File: src/common/fasm_map.svh
// Register offsets, field positions, reset values and counts for the alarm block
`ifndef FASM_MAP_SVH
`define FASM_MAP_SVH

`define FASM_ADDR_SUPPRESS     8'h06
`define FASM_ADDR_STATUS       8'h07

`define FASM_SUPPRESS_RESET    8'h00
`define FASM_STATUS_RESET      8'h00
`define FASM_SUPPRESS_FIELD    8'h7f
`define FASM_STATUS_VALID      8'h6b

`define FASM_BIT_ZERO_PTR      6
`define FASM_BIT_COLLISION     5
`define FASM_BIT_PATTERN       3
`define FASM_BIT_NEAR_TWO      1
`define FASM_BIT_NEAR_ONE      0

`define FASM_AUTO_CLEAR_COUNT  7'h40
`define FASM_WPTR_RESET        8'h01

`endif

File: src/common/fasm_pkg.sv
// Types shared by the alarm status and mask block
package fasm_pkg;
  typedef logic [7:0] fasm_byte_t;
  typedef enum logic {
    FASM_AC_IDLE,
    FASM_AC_WATCH
  } fasm_ac_state_t;
endpackage

File: src/fasm_wr_ptr.sv
// FIFO write pointer kept as a rotating one-hot shift register
`timescale 1ns/1ps
`default_nettype none
`include "fasm_map.svh"
module fasm_wr_ptr
  import fasm_pkg::*;
#(
  parameter int PTR_W = 8
) (
  input  wire logic             mclk,
  input  wire logic             rstn,
  input  wire logic             fifo_sync,
  input  wire logic             wr_advance,
  input  wire logic             wr_fault,
  output logic [PTR_W-1:0]      wr_ptr,
  output logic                  ptr_zero
);
  logic [PTR_W-1:0] next_wr_ptr;

  // An all-zero ring rotates into itself, so it stays stuck until sync
  always_comb begin
    next_wr_ptr = wr_ptr;
    if (fifo_sync) begin
      next_wr_ptr = PTR_W'(`FASM_WPTR_RESET);
    end else if (wr_fault) begin
      next_wr_ptr = '0;
    end else if (wr_advance) begin
      next_wr_ptr = {wr_ptr[PTR_W-2:0], wr_ptr[PTR_W-1]};
    end
  end

  always_ff @(posedge mclk or negedge rstn) begin
    if (!rstn) begin
      wr_ptr <= PTR_W'(`FASM_WPTR_RESET);
    end else begin
      wr_ptr <= next_wr_ptr;
    end
  end

  assign ptr_zero = (wr_ptr == '0);
endmodule // fasm_wr_ptr
`default_nettype wire

File: src/fasm_ptr_gap.sv
// Compares one-hot read and write pointers for collision and nearness
`timescale 1ns/1ps
`default_nettype none
module fasm_ptr_gap
  import fasm_pkg::*;
#(
  parameter int PTR_W = 8
) (
  input  wire logic             mclk,
  input  wire logic             rstn,
  input  wire logic [PTR_W-1:0] wr_ptr,
  input  wire logic [PTR_W-1:0] rd_ptr,
  output logic                  collision,
  output logic                  near_one,
  output logic                  near_two
);
  logic next_collision;
  logic next_near_one;
  logic next_near_two;

  function automatic logic [PTR_W-1:0] rotl(input logic [PTR_W-1:0] p, input int n);
    logic [2*PTR_W-1:0] d;
    d = {p, p} << n;
    return d[2*PTR_W-1:PTR_W];
  endfunction

  function automatic logic gap_is(input logic [PTR_W-1:0] a, input logic [PTR_W-1:0] b, input int n);
    return (rotl(a, n) == b) || (rotl(b, n) == a);
  endfunction

  // A zero pointer is not an address, so it never counts as near
  always_comb begin
    next_collision = (wr_ptr == rd_ptr) && (wr_ptr != '0);
    next_near_one  = (wr_ptr != '0) && gap_is(wr_ptr, rd_ptr, 1);
    next_near_two  = (wr_ptr != '0) && (gap_is(wr_ptr, rd_ptr, 1) || gap_is(wr_ptr, rd_ptr, 2));
  end

  always_ff @(posedge mclk or negedge rstn) begin
    if (!rstn) begin
      collision <= 1'b0;
      near_one  <= 1'b0;
      near_two  <= 1'b0;
    end else begin
      collision <= next_collision;
      near_one  <= next_near_one;
      near_two  <= next_near_two;
    end
  end
endmodule // fasm_ptr_gap
`default_nettype wire

File: src/fasm_alarm.sv
// Alarm status flags, pin suppress mask and auto clear for the input FIFO
//
// Contract
// - Suppress bit set keeps alarm off pin.
// - Suppressed alarms still set status flags.
// - All-zero write pointer sets status bit 6.
// - Zero write pointer stays stuck until sync.
// - Pointer overrun or underrun sets bit 5.
// - Pattern mismatch sets status bit 3.
// - Pointers within two addresses set bit 1.
// - Pointers within one address set bit 0.
// - Status resets zero, sticky until host clears or auto clear fires.
// - Suppress bit 7 reserved, no alarm function.
// - Near alarms reported only when enabled.
// - Auto clear after 64 consecutive good samples.
`timescale 1ns/1ps
`default_nettype none
`include "fasm_map.svh"
module fasm_alarm
  import fasm_pkg::*;
#(
  parameter int PTR_W = 8
) (
  input  wire logic             mclk,
  input  wire logic             rstn,
  input  wire logic             reg_wr,
  input  wire logic [7:0]       reg_addr,
  input  wire logic [7:0]       reg_wdata,
  output logic [7:0]            reg_rdata,
  input  wire logic             near_two_alarm_enable,
  input  wire logic             near_one_alarm_enable,
  input  wire logic             auto_clear_enable,
  input  wire logic             fifo_sync,
  input  wire logic             wr_advance,
  input  wire logic             wr_fault,
  input  wire logic [PTR_W-1:0] rd_ptr,
  input  wire logic             sample_valid,
  input  wire logic [7:0]       sample_word,
  input  wire logic [7:0]       expected_word,
  output logic [PTR_W-1:0]      wr_ptr,
  output logic                  alarm_out_pin
);
  fasm_byte_t     alarm_status_flags;
  fasm_byte_t     alarm_pin_suppress;
  fasm_byte_t     next_status;
  fasm_byte_t     next_suppress;
  fasm_byte_t     next_rdata;
  fasm_byte_t     events;
  fasm_byte_t     host_clear;
  fasm_byte_t     pin_sources;
  logic           next_pin;
  logic           ptr_zero;
  logic           collision;
  logic           near_one;
  logic           near_two;
  logic           pattern_miss;
  logic           good_sample;
  logic           auto_clear;
  logic [6:0]     good_count;
  logic [6:0]     next_good_count;
  fasm_ac_state_t ac_state;
  fasm_ac_state_t next_ac_state;

  fasm_wr_ptr #(
    .PTR_W      (PTR_W)
  ) u_wr_ptr (
    .mclk       (mclk),
    .rstn       (rstn),
    .fifo_sync  (fifo_sync),
    .wr_advance (wr_advance),
    .wr_fault   (wr_fault),
    .wr_ptr     (wr_ptr),
    .ptr_zero   (ptr_zero)
  );

  fasm_ptr_gap #(
    .PTR_W     (PTR_W)
  ) u_ptr_gap (
    .mclk      (mclk),
    .rstn      (rstn),
    .wr_ptr    (wr_ptr),
    .rd_ptr    (rd_ptr),
    .collision (collision),
    .near_one  (near_one),
    .near_two  (near_two)
  );

  function automatic logic addr_hit(input logic [7:0] a, input logic [7:0] target);
    return a == target;
  endfunction

  // Alarm events gathered into their status bit positions
  always_comb begin
    pattern_miss = sample_valid && (sample_word != expected_word);
    events = '0;
    events[`FASM_BIT_ZERO_PTR]  = ptr_zero;
    events[`FASM_BIT_COLLISION] = collision;
    events[`FASM_BIT_PATTERN]   = pattern_miss;
    events[`FASM_BIT_NEAR_TWO]  = near_two && near_two_alarm_enable;
    events[`FASM_BIT_NEAR_ONE]  = near_one && near_one_alarm_enable;
    good_sample = sample_valid && (events == '0);
  end

  // Auto clear starts watching once a flag is up and counts good samples until it fires
  always_comb begin
    next_ac_state   = ac_state;
    next_good_count = good_count;
    auto_clear      = 1'b0;
    if (!auto_clear_enable) begin
      next_ac_state   = FASM_AC_IDLE;
      next_good_count = '0;
    end else begin
      unique case (ac_state)
        FASM_AC_IDLE: begin
          next_good_count = '0;
          if (alarm_status_flags != '0) begin
            next_ac_state = FASM_AC_WATCH;
          end
        end
        FASM_AC_WATCH: begin
          if (events != '0) begin
            next_good_count = '0;
          end else if (good_sample) begin
            if (good_count == `FASM_AUTO_CLEAR_COUNT - 7'h01) begin
              auto_clear      = 1'b1;
              next_good_count = '0;
              next_ac_state   = FASM_AC_IDLE;
            end else begin
              next_good_count = good_count + 7'h01;
            end
          end
        end
      endcase
    end
  end

  always_ff @(posedge mclk or negedge rstn) begin
    if (!rstn) begin
      ac_state   <= FASM_AC_IDLE;
      good_count <= '0;
    end else begin
      ac_state   <= next_ac_state;
      good_count <= next_good_count;
    end
  end

  // Write one to clear; a new event in the same cycle wins over the clear
  always_comb begin
    host_clear = '0;
    if (reg_wr && addr_hit(reg_addr, `FASM_ADDR_STATUS)) begin
      host_clear = reg_wdata;
    end
    if (auto_clear) begin
      host_clear = 8'hff;
    end
    next_status = ((alarm_status_flags & ~host_clear) | events) & `FASM_STATUS_VALID;
    next_suppress = alarm_pin_suppress;
    if (reg_wr && addr_hit(reg_addr, `FASM_ADDR_SUPPRESS)) begin
      next_suppress = reg_wdata;
    end
  end

  // Bit 7 of suppress is stored but never reaches the pin gating
  always_comb begin
    pin_sources = alarm_status_flags & ~(alarm_pin_suppress & `FASM_SUPPRESS_FIELD);
    next_pin    = |pin_sources;
    unique case (1'b1)
      addr_hit(reg_addr, `FASM_ADDR_STATUS):   next_rdata = alarm_status_flags;
      addr_hit(reg_addr, `FASM_ADDR_SUPPRESS): next_rdata = alarm_pin_suppress;
      default:                                 next_rdata = '0;
    endcase
  end

  always_ff @(posedge mclk or negedge rstn) begin
    if (!rstn) begin
      alarm_status_flags <= `FASM_STATUS_RESET;
      alarm_pin_suppress <= `FASM_SUPPRESS_RESET;
      alarm_out_pin      <= 1'b0;
      reg_rdata          <= '0;
    end else begin
      alarm_status_flags <= next_status;
      alarm_pin_suppress <= next_suppress;
      alarm_out_pin      <= next_pin;
      reg_rdata          <= next_rdata;
    end
  end

  // Own run of good samples; a clear after fewer than 64 would be early
  logic [6:0] chk_good_run;
  logic [6:0] next_chk_good_run;

  always_comb begin
    next_chk_good_run = chk_good_run;
    if (!auto_clear_enable || (events != '0) || auto_clear) begin
      next_chk_good_run = '0;
    end else if (good_sample && (chk_good_run != 7'h7f)) begin
      next_chk_good_run = chk_good_run + 7'h01;
    end
  end

  always_ff @(posedge mclk or negedge rstn) begin
    if (!rstn) begin
      chk_good_run <= '0;
    end else begin
      chk_good_run <= next_chk_good_run;
    end
  end
endmodule // fasm_alarm
`default_nettype wire

File: config.mk
export PLATFORM = sky130hd
export DESIGN_NAME = fasm_alarm
export DESIGN_NICKNAME = d
export VERILOG_FILES = /design/src/common/fasm_pkg.sv /design/src/fasm_wr_ptr.sv /design/src/fasm_ptr_gap.sv /design/src/fasm_alarm.sv
export VERILOG_INCLUDE_DIRS = /design/src /design/src/common
export SDC_FILE = /design/constraint.sdc
export NUM_CORES = 1
export LEC_CHECK = 0
export BUFFER_PORTS_ARGS = -buffer_cell sky130_fd_sc_hd__clkbuf_2
export CAP_MARGIN = 0
export CORE_MARGIN = 4
export CORE_UTILIZATION = 40
export DETAILED_ROUTE_END_ITERATION = 10
export PLACE_DENSITY = 0.61
export SKIP_LAST_GASP = 1
export SYNTH_ARGS = -nofsm -noshare
export SYNTH_HDL_FRONTEND = slang
export SYNTH_SLANG_ARGS = --single-unit
File: constraint.sdc
create_clock -name mclk -period 2 [get_ports mclk]
set_input_delay 0.1 -clock mclk [delete_from_list [all_inputs] [get_ports mclk]]
set_output_delay 0.1 -clock mclk [all_outputs]
set_load 0.1 [all_outputs]
==> out/results.tsv, run 1 <==
metric	value	unit
critPathKind	reg2reg	
num_antenna_cells	0	
critPathLaunchType	flop	
path_cells	nor4_1 > nand2_1 > nand4_1 > nor3_2 > o21ai_0	
drive_gt1_share	32.5	%
crit_path_top_delay_cell	dfstp_2	
syn2layout_area_growth	20.8	%
synth_warnings	0	
hold_path_startpoint	fifo_sync	
syn_inst	237	
fin_area	2870	µm²
tightest_slew	0.566	ns
synth_top_flop_cell	dfrtp_1	
power.total	1.81	mW
dr_total_vias	1825	
drc	0	
critPathMaxFanout	9	
finalSetupViolCount	0	
fillers	531	
drt_wl_total	5160	µm
dr.pass1.iters	4	
post_drt_wl_per_cell	14.1	µm
setup_slack	0.372	ns
io_pins	67	
grt_util_all_layers	15.2	%
synth-edff-count	0	
seq_area_frac_synth	43.2	%
grt_pass1_vias	1888	
cts_setup_buffers	0	
slew_viol_final	0	
hold_class	in2reg	
crit_path_end_kind	flop	
fin_setup_tns	0	ns
clk_latency	0.29	ns
rsz0062_at_grt	no	
core	5640	µm²
cts_num_sinks	41	
irDropWorstVdd	0.325	mV
rrSetupSlack	0.37	ns
grt_max_degree	24	
max_cap_viol_count	0	
htreeDepth	2	
critPathRequiredTime	2.17	ns
yosysUniqueCellTypes	40	
min_period	1.63	ns
cellPowerDensity	631	nW/µm²
nNetsFinal	345	
cp_top_family	simple AND/OR/NAND/NOR gates	
dieArea	7240	µm²
grt-ovfl-total	0	
dpl_worst_slack	0.371	ns
hold_path_depth	2	
dp_hpwl	4060	µm
r2r_cells	5	
syn_nets	288	
whs	0.0184	ns
grt_first_pass_wirelength	8850	µm
synth_async_sr_flop_share	100	%
reg2reg_to	alarm_status_flags[6]$_DFF_PN0_	
final_antenna_net_count	0	
place.gp.congestion	0.807	
cts.path.max_buffers	2	
dieHeight	85.1	µm
clk_pin_slew	0.08	ns
io_buffer_count	66	
fin_skew	0.00309	ns
critPathArrivalTime	1.79	ns
rr_startpoint	u_wr_ptr.wr_ptr[0]$_DFFE_PN1P_	
cts_tree	done	
antenna_found_initial	0	
worstHoldEndpoint	u_wr_ptr.wr_ptr[0]$_DFFE_PN1P_	
die_w	85.1	µm
period_share	81.4	%
status	finished, final reports clean	
slowest_delay	0.67	ns
numCtsBuffers	5	
slew_headroom	62.3	%
place_area	2730	µm²
hold_viol	0	
cts_root_buffer	clkbuf_8	
worst-path-buf-inv	0	
drt-initial-drc-count	57	
routed_via_density	4.97	
start_util	42.1	%
synth_seq_cells	41	
p_leak	1.49	nW
rows	27	
synth_area	2380	µm²
fmax	614	MHz
avgSynthCellArea	10.0	µm²
worst max-delay path by stage:
stage / startpoint / depth (start not counted) / slack, ns / end
2_1_floorplan: u_wr_ptr.wr_ptr[0]$_DFFE_PN1P_ / 6 / 0.09 / alarm_status_flags[0]$_DFF_PN0_
3_3_place_gp: u_wr_ptr.wr_ptr[0]$_DFFE_PN1P_ / 5 / 0.45 / alarm_status_flags[3]$_DFF_PN0_
3_5_place_dp: u_wr_ptr.wr_ptr[0]$_DFFE_PN1P_ / 5 / 0.37 / alarm_status_flags[6]$_DFF_PN0_
4_1_cts: u_wr_ptr.wr_ptr[0]$_DFFE_PN1P_ / 5 / 0.37 / alarm_status_flags[6]$_DFF_PN0_
5_1_grt: u_wr_ptr.wr_ptr[0]$_DFFE_PN1P_ / 5 / 0.24 / alarm_status_flags[6]$_DFF_PN0_
6_report: u_wr_ptr.wr_ptr[0]$_DFFE_PN1P_ / 5 / 0.37 / alarm_status_flags[6]$_DFF_PN0_
repair_timing:
| action | 4_1_cts | 5_1_grt |
|---|---|---|
| gates resized for setup | 0 | 0 |
| endpoints found under the hold margin | 22 | 0 |
| hold buffers | 2 | 0 |
sequential cells by signal, indices dropped and copies added, names as in the netlist, 5 cells and up:
register and cells:
alarm_status_flags 5, u_wr_ptr.wr_ptr 8, good_count 7, reg_rdata 8, alarm_pin_suppress 8
routing by layer:
layer	global-route usage [%]	share of wire [%]
met4	5.61	1.5
met5	0	0
met2	25.8	49
met1	18.8	45
met3	3.40	3.5
layout make-up:
cell class              count  area (µm²)  share of cell area (%)
well taps                  72        90.1                    3.14
flip-flops and latches     41        1040                    36.1
repair buffers             69         358                    12.5
multi-input cells         164        1220                    42.5
inverters                  13        48.8                    1.70
clock buffers               6        82.6                    2.87
clock inverters             2        37.5                    1.31
layout by cell type, fill, tap and decap left out, types with 3 or more instances in the layout:
cell type,synthesis,layout
inv_1,13,13
nor4_1,12,12
mux2i_1,12,12
dfrtp_2,0,7
nand4_1,5,5
xnor2_1,8,8
nand2_1,9,9
clkbuf_2,0,66
a21oi_1,4,4
and2_1,3,3
o21ai_0,12,12
xor2_1,42,42
mux2_4,5,5
clkbuf_8,0,6
nor3_1,3,3
a22o_1,5,5
nor2_1,19,19
dfrtp_1,40,33
cells in the mapped netlist (2+ instances only):
cell type | n | area [µm²]
a21oi_1 | 4 | 20.0
clkbuf_1 | 11 | 41.3
a22oi_1 | 2 | 15.0
inv_1 | 13 | 48.8
nor4_1 | 12 | 75.1
nor2_1 | 19 | 71.3
xor2_1 | 42 | 368
dfrtp_1 | 40 | 1000
mux2i_1 | 12 | 120
mux2_4 | 5 | 75.1
nor3_1 | 3 | 15.0
buf_2 | 8 | 40.0
and2_1 | 3 | 18.8
o21bai_1 | 2 | 15.0
o21ai_0 | 12 | 60.1
nand2_1 | 9 | 33.8
xnor2_1 | 8 | 70.1
a22o_1 | 5 | 43.8
nand2b_1 | 2 | 12.5
nand4_1 | 5 | 31.3
power breakdown:
part           leakage, nW  switching, mW  internal [mW]
registers            0.522         0.0235          0.852
clock network       0.0574          0.291          0.406
logic                0.908          0.139          0.100
cells by family (layout without fill, tap and decap cells):
| group | Yosys count | in the layout | share of synthesized area, % |
|---|---|---|---|
| xor+xnor | 50 | 50 | 18.4 |
| fa+ha+maj | 1 | 1 | 0.526 |
| mux | 17 | 17 | 8.21 |
| compound gates | 30 | 30 | 8.26 |
| buf+inv | 32 | 90 | 5.47 |
| flops | 41 | 41 | 43.2 |
| simple gates | 66 | 66 | 15.9 |
stage by stage:
stage	std cells	util, %
after floorplan	237	-
after global placement	357	48.4
after detailed placement	357	48.4
after CTS	367	50.9
after global routing	367	50.9
final	367	50.9
(Power assumes the default switching activity.)
==> run 2, diff against run 1 <==
--- a/config.mk
+++ b/config.mk
@@ -11,7 +11,7 @@
 export CORE_MARGIN = 4
 export CORE_UTILIZATION = 40
 export DETAILED_ROUTE_END_ITERATION = 10
-export PLACE_DENSITY = 0.61
+export PLACE_DENSITY = 0.63
 export SKIP_LAST_GASP = 1
 export SYNTH_ARGS = -nofsm -noshare
 export SYNTH_HDL_FRONTEND = slang
==> constraint.sdc (replaced) <==
create_clock -name mclk -period 1.4 [get_ports mclk]
set_input_delay 0.07 -clock mclk [delete_from_list [all_inputs] [get_ports mclk]]
set_output_delay 0.07 -clock mclk [all_outputs]
set_load 0.1 [all_outputs]
==> run 2 against run 1 <==
- the run now ends with setup timing left
- critical path depth did not move
- first-iteration DRC count increased by 40%
- wire length is 12% higher
==> out/results.tsv, run 2 (synthesis gave the netlist of run 1 again) <==
metric	value	unit	change
mostFrequentLayoutCell	clkbuf_2		
rsz0062_at_grt	yes		
combPwrFrac	17.0	%	+3.8 points
multi_input_area	1300	µm²	+6.4%
path_cells	buf_6 > xor2_1 > nor4_2 > a22oi_1 > a21oi_1		
critPathKind	reg2reg		
grt-ovfl-total	0		unchanged
worst-path-buf-inv	1		+1
dieArea	7240	µm²	unchanged
regArea	1060	µm²	+2.1%
post_drt_wl_per_cell	14.6	µm	+3.6%
place_area	2980	µm²	+9.2%
start_util	42.1	%	unchanged
power_frac_seq	50.0	%	+1.7 points
dpl_worst_slack	-0.112	ns	-0.482 ns
grt_pass1_vias	2036		+7.8%
switching_power	0.687	mW	+52%
critPathRequiredTime	1.62	ns	-0.55 ns
num_antenna_cells	0		unchanged
layout_common_cells	clkbuf_2 (58), xor2_1 (42), dfrtp_1 (33), buf_4 (31), nor2_1 (19)		
fin_util	57.2	%	+6.3 points
status	finished, violations left		
io_buffer_count	66		unchanged
r2r_cells	5		unchanged
cellInternalPower	1.81	mW	+33%
fin_area	3230	µm²	+12%
max_cap_viol_count	0		unchanged
dr.pass1.iters	4		unchanged
crit_path_top_delay_cell	dfrtp_4		
slew_viol_final	0		unchanged
core	5640	µm²	unchanged
clk_pin_slew	0.09	ns	about the same
post-place-cells	380		+6.4%
drt_wl_total	5770	µm	+12%
slew_headroom	64.1	%	+1.8 points
cts_tree	done		
largestRegisters	alarm_pin_suppress: 8 flops, reg_rdata: 8 flops, u_wr_ptr.wr_ptr: 8 flops		
drc	0		unchanged
fmax	632	MHz	+3.0%
irDropWorstVdd	0.388	mV	+20%
cp-endpoint	u_ptr_gap.near_two$_DFF_PN0_		
stdcell_count	396		+7.9%
fin_skew	0.00976	ns	+0.00667 ns
routed_via_density	4.90		-1.5%
place.gp.congestion	0.843		+4.4%
crit_path_end_kind	flop		
dp_hpwl	4360	µm	+7.6%
critPathMaxFanout	5		-4
grt_first_pass_wirelength	9340	µm	+5.5%
power.total	2.50	mW	+38%
hold_class	in2reg		
syn2layout_area_growth	35.8	%	
clk_latency	0.30	ns	about the same
antenna_found_initial	0		unchanged
grt_max_degree	30		+25%
failed_checks	setup timing		
worstSetupStartpoint	u_wr_ptr.wr_ptr[1]$_DFFE_PN0P_		
critPathLaunchType	flop		
io_pins	67		unchanged
cts.path.max_buffers	2		unchanged
reg2reg_to	u_ptr_gap.near_two$_DFF_PN0_		
whs	0.0111	ns	-0.00727 ns
sw_frac_of_total	27.5	%	+2.5 points
htreeDepth	2		unchanged
rr_startpoint	u_wr_ptr.wr_ptr[1]$_DFFE_PN0P_		
cts_root_buffer	clkbuf_8		
slowest_delay	0.52	ns	-0.15 ns
numCtsBuffers	5		unchanged
cp_top_family	flip-flops		
drt-initial-drc-count	80		+40%
dieHeight	85.1	µm	unchanged
die_w	85.1	µm	unchanged
grt_util_all_layers	16.2	%	+1.0 points
critPathArrivalTime	1.80	ns	about the same
cts_num_sinks	41		unchanged
cellPowerDensity	774	nW/µm²	+23%
p_leak	1.67	nW	+12%
clockPowerShare	33.0	%	-5.5 points
rows	27		unchanged
tightest_slew	0.541	ns	-0.0248 ns
setup_slack	-0.182	ns	-0.553 ns
fin_setup_tns	-1.16	ns	-1.16 ns
final_antenna_net_count	0		unchanged
nNetsFinal	374		+8.4%
worstSetupPathDepth	5		unchanged
min_period	1.58	ns	-0.0467 ns
drive_gt1_share	41.0	%	+8.5 points
finalSetupViolCount	14		+14
fillers	489		-7.9%
rrSetupSlack	-0.18	ns	-0.55 ns
dr_total_vias	1939		+6.2%
hold_viol	0		unchanged
period_share	113	%	+32 points
-- run 2: changes by cell type in the layout (fill, tap and decap cells not counted), moves of 2 or more --
cell           before  now
buf_6               0    2
clkbuf_2           66   58
dfrtp_2             7    0
buf_12              0    2
o21ai_0            12    8
buf_4               1   31
dfrtp_4             0    7
nor4_1             12    7
o21ai_1             0    3
nor4_2              1    5
dlygate4sd3_1       2    5
-- run 2: layout make-up --
cell class	instances	area share [%]
Multi-Input combinational cell	164	40.2
Timing Repair Buffer	98	19.7
Inverter	13	1.59
Clock buffer	6	2.56
Tap cell	72	2.79
Clock inverter	2	0.426
Sequential cell	41	32.8
-- run 2: timing repair --
action                     4_1_cts  5_1_grt
cloned                           0        0
hold endpoints to repair        14        1
buffers inserted                 2        2
gates resized for setup          4       15
hold buffers                     4        1
pin swaps                        7       24
setup endpoints to repair       15       16
-- run 2: worst min-delay path by stage --
| stage | startpoint | endpoint | slack [ns] | depth (start not counted) |
|---|---|---|---|---|
| floorplan | rstn | ac_state$_DFF_PN0_ | -0.23 | 0 |
| global placement | rstn | reg_rdata[7]$_DFF_PN0_ | -0.00008 | 1 |
| detailed placement | rstn | alarm_pin_suppress[7]$_DFFE_PN0P_ | 0.009 | 1 |
| CTS | reg_wdata[2] | alarm_pin_suppress[2]$_DFFE_PN0P_ | 0.007 | 2 |
| global route | reg_wdata[4] | alarm_pin_suppress[4]$_DFFE_PN0P_ | 0.006 | 2 |
| finish | reg_wdata[6] | alarm_pin_suppress[6]$_DFFE_PN0P_ | 0.01 | 3 |
-- run 2: metal layers --
layer / wire length (µm) / track usage (%) / part of all wire (%) / up-vias
met5: 0 / 0 / 0 / -
met4: 89 / 5.18 / 1.5 / 0
met3: 214 / 4.17 / 3.7 / 8
met2: 3020 / 28.2 / 52 / 35
met1: 2450 / 19.3 / 42 / 928
li1: - / - / - / 968
-- run 2: worst reg2reg max path, cell delays in order, from the launching register on --
cell,delay (ns)
dfrtp_4,0.52
buf_6,0.15
xor2_1,0.16
nor4_2,0.37
a22oi_1,0.15
a21oi_1,0.16
-- run 2: power by group through the flow --
stage                     clock network (mW)  registers, mW  logic (mW)
final                                  0.826           1.25       0.424
after global routing                   0.914           1.25       0.464
after CTS                              0.849           1.25       0.407
after detailed placement                   0           1.27       0.386
after global placement                     0           1.27       0.383
after floorplan                            0           1.30       0.187
==> run 3, diff against run 2 <==
--- a/config.mk
+++ b/config.mk
@@ -8,10 +8,12 @@
 export LEC_CHECK = 0
 export BUFFER_PORTS_ARGS = -buffer_cell sky130_fd_sc_hd__clkbuf_2
 export CAP_MARGIN = 0
+export CELL_PAD_IN_SITES_DETAIL_PLACEMENT = 0
+export CELL_PAD_IN_SITES_GLOBAL_PLACEMENT = 1
 export CORE_MARGIN = 4
-export CORE_UTILIZATION = 40
+export CORE_UTILIZATION = 36
 export DETAILED_ROUTE_END_ITERATION = 10
-export PLACE_DENSITY = 0.63
+export PLACE_DENSITY_LB_ADDON = 0.1
 export SKIP_LAST_GASP = 1
 export SYNTH_ARGS = -nofsm -noshare
 export SYNTH_HDL_FRONTEND = slang
==> run 3 against run 2 <==
- the flow still finishes with violations (setup timing)
- sequential share of layout area down 1.0 points
- worst hold slack worse by 0.0051 ns
- combinational power grew 2%
- sequential power about the same
- maximum frequency up 6.2%
- core utilization decreased by 5.0 points
- register-to-register slack improved by 0.09 ns
- global-route usage shrank 0.56 points
- via count up 1.2%
- final area up 3.3%
- highest routed layer unchanged
==> out/results.tsv, run 3 (synthesis gave the netlist of run 1 again) <==
metric	value	unit	change
status	finished, violations left		
failed_checks	setup timing		
critPathArrivalTime	1.68	ns	-0.12 ns
switching_power	0.680	mW	-1.1%
place.gp.congestion	0.807		-4.3%
core	6390	µm²	+13%
critPathRequiredTime	1.59	ns	-0.03 ns
hold_class	in2reg		
critPathMaxFanout	7		+2
grt_max_degree	42		+40%
max_cap_viol_count	0		unchanged
tightest_slew	0.545	ns	+0.00336 ns
drt_wl_total	5800	µm	+0.49%
fin_util	52.2	%	-5.0 points
period_share	106	%	-6.6 points
post_drt_wl_per_cell	14.2	µm	-2.7%
cellPowerDensity	750	nW/µm²	-3.2%
combPwrFrac	17.4	%	+0.4 points
min_period	1.49	ns	-0.0918 ns
hold_viol	0		unchanged
dr.pass1.iters	4		unchanged
critPathLaunchType	flop		
start_util	37.2	%	-4.9 points
regArea	1060	µm²	unchanged
routed_via_density	4.80		-2.0%
reg2reg_to	good_count[6]$_DFFE_PN0P_		
slew_headroom	63.8	%	-0.22 points
cts_tree	done		
r2r_cells	6		+1
clockPowerShare	32.7	%	-0.3 points
p_leak	1.71	nW	+2.4%
rsz0062_at_grt	yes		
stdcell_count	409		+3.3%
grt_pass1_vias	2073		+1.8%
irDropWorstVdd	0.588	mV	+51%
cts_num_sinks	41		unchanged
htreeDepth	2		unchanged
cts_root_buffer	clkbuf_8		
hold_path_startpoint	reg_wdata[6]		
sw_frac_of_total	27.2	%	-0.31 points
slew_viol_final	0		unchanged
drt-initial-drc-count	52		-35%
rrSetupSlack	-0.09	ns	+0.09 ns
clk_latency	0.30	ns	about the same
io_buffer_count	66		unchanged
io_pins	67		unchanged
finalSetupViolCount	14		unchanged
final_antenna_net_count	0		unchanged
layout_common_cells	clkbuf_2 (58), xor2_1 (41), buf_4 (36), dfrtp_1 (33), nor2_1 (16)		
setup_slack	-0.0898	ns	+0.0918 ns
dieArea	7970	µm²	+10%
critPathKind	reg2reg		
power_frac_seq	49.9	%	about the same
post-place-cells	389		+2.4%
numCtsBuffers	5		unchanged
dr_total_vias	1962		+1.2%
cellInternalPower	1.82	mW	+0.43%
grt_util_all_layers	15.6	%	-0.56 points
mostFrequentLayoutCell	clkbuf_2		
multi_input_area	1330	µm²	+2.3%
fillers	622		+27%
antenna_found_initial	0		unchanged
clk_pin_slew	0.09	ns	about the same
num_antenna_cells	0		unchanged
grt_first_pass_wirelength	9630	µm	+3.0%
drive_gt1_share	44.9	%	+3.8 points
dieHeight	89.3	µm	+4.9%
syn2layout_area_growth	40.2	%	
fmax	671	MHz	+6.2%
cts.path.max_buffers	2		unchanged
largestRegisters	alarm_pin_suppress: 8 flops, reg_rdata: 8 flops, u_wr_ptr.wr_ptr: 8 flops		
nNetsFinal	382		+2.1%
worstHoldEndpoint	alarm_pin_suppress[6]$_DFFE_PN0P_		
rows	29		+7.4%
rr_startpoint	u_wr_ptr.wr_ptr[7]$_DFFE_PN0P_		
crit_path_end_kind	flop		
drc	0		unchanged
power.total	2.50	mW	about the same
grt-ovfl-total	0		unchanged
fin_skew	0.0158	ns	+0.00601 ns
die_w	89.3	µm	+4.9%
dp_hpwl	4490	µm	+2.8%
hold_path_depth	3		unchanged
[run 3: worst max path at each step]
stage | startpoint | to
4_1_cts | u_wr_ptr.wr_ptr[0]$_DFFE_PN1P_ | u_ptr_gap.near_two$_DFF_PN0_
5_1_grt | u_wr_ptr.wr_ptr[2]$_DFFE_PN0P_ | good_count[6]$_DFFE_PN0P_
2_1_floorplan | u_wr_ptr.wr_ptr[7]$_DFFE_PN0P_ | good_count[0]$_DFFE_PN0P_
3_5_place_dp | u_wr_ptr.wr_ptr[2]$_DFFE_PN0P_ | good_count[6]$_DFFE_PN0P_
6_report | u_wr_ptr.wr_ptr[7]$_DFFE_PN0P_ | good_count[6]$_DFFE_PN0P_
3_3_place_gp | u_wr_ptr.wr_ptr[7]$_DFFE_PN0P_ | u_ptr_gap.near_two$_DFF_PN0_
[run 3: through the flow]
step	setup TNS, ns	hold slack [ns]	instance area [µm²]	worst slack (ns)
detailed placement	-1.12	0.0644	3020	-0.111
finish	-1.05	0.00602	3330	-0.0898
global route	-2.26	0.00273	3330	-0.181
floorplan	-2.96	-0.226	2470	-0.229
CTS	-0.411	0.00181	3230	-0.111
global placement	-0.787	0.0672	3020	-0.0857
[run 3: worst max-delay path, cell delays in order, from the launching register on]
cell	delay, ns
dfrtp_4	0.52
nor4_2	0.28
nand2_1	0.12
nand4_1	0.16
buf_4	0.14
a21o_4	0.13
nor2_1	0.05
[run 3: routing by layer]
layer  track usage (%)  part of all wire (%)  vias up
li1                  -                     -      983
met5                 0                     0        -
met1              19.5                    42      937
met4              3.52                  0.43        0
met3              3.69                   4.8        2
met2              27.4                    52       40
[run 3: area by class of cell]
| class | instances | area share, % |
|---|---|---|
| timing repair buffer | 106 | 21.2 |
| clock buffer | 6 | 2.48 |
| sequential | 41 | 31.7 |
| multi-input combinational | 164 | 39.8 |
| clock inverter | 2 | 0.413 |
| inverter | 13 | 1.46 |
| tap | 77 | 2.89 |
[run 3: power by group through the flow]
stage / clock (mW) / combinational, mW / sequential, mW
6_report: 0.818 / 0.434 / 1.25
5_1_grt: 0.886 / 0.483 / 1.25
4_1_cts: 0.845 / 0.420 / 1.25
3_5_place_dp: 0 / 0.392 / 1.27
3_3_place_gp: 0 / 0.389 / 1.27
2_1_floorplan: 0 / 0.187 / 1.30
[run 3: what timing repair did]
action,in CTS,in global routing
gates resized for setup,10,17
hold buffers,5,0
endpoints found under the hold margin,44,0
setup endpoints to repair,15,16
pin swaps,18,13
buffers inserted,4,4
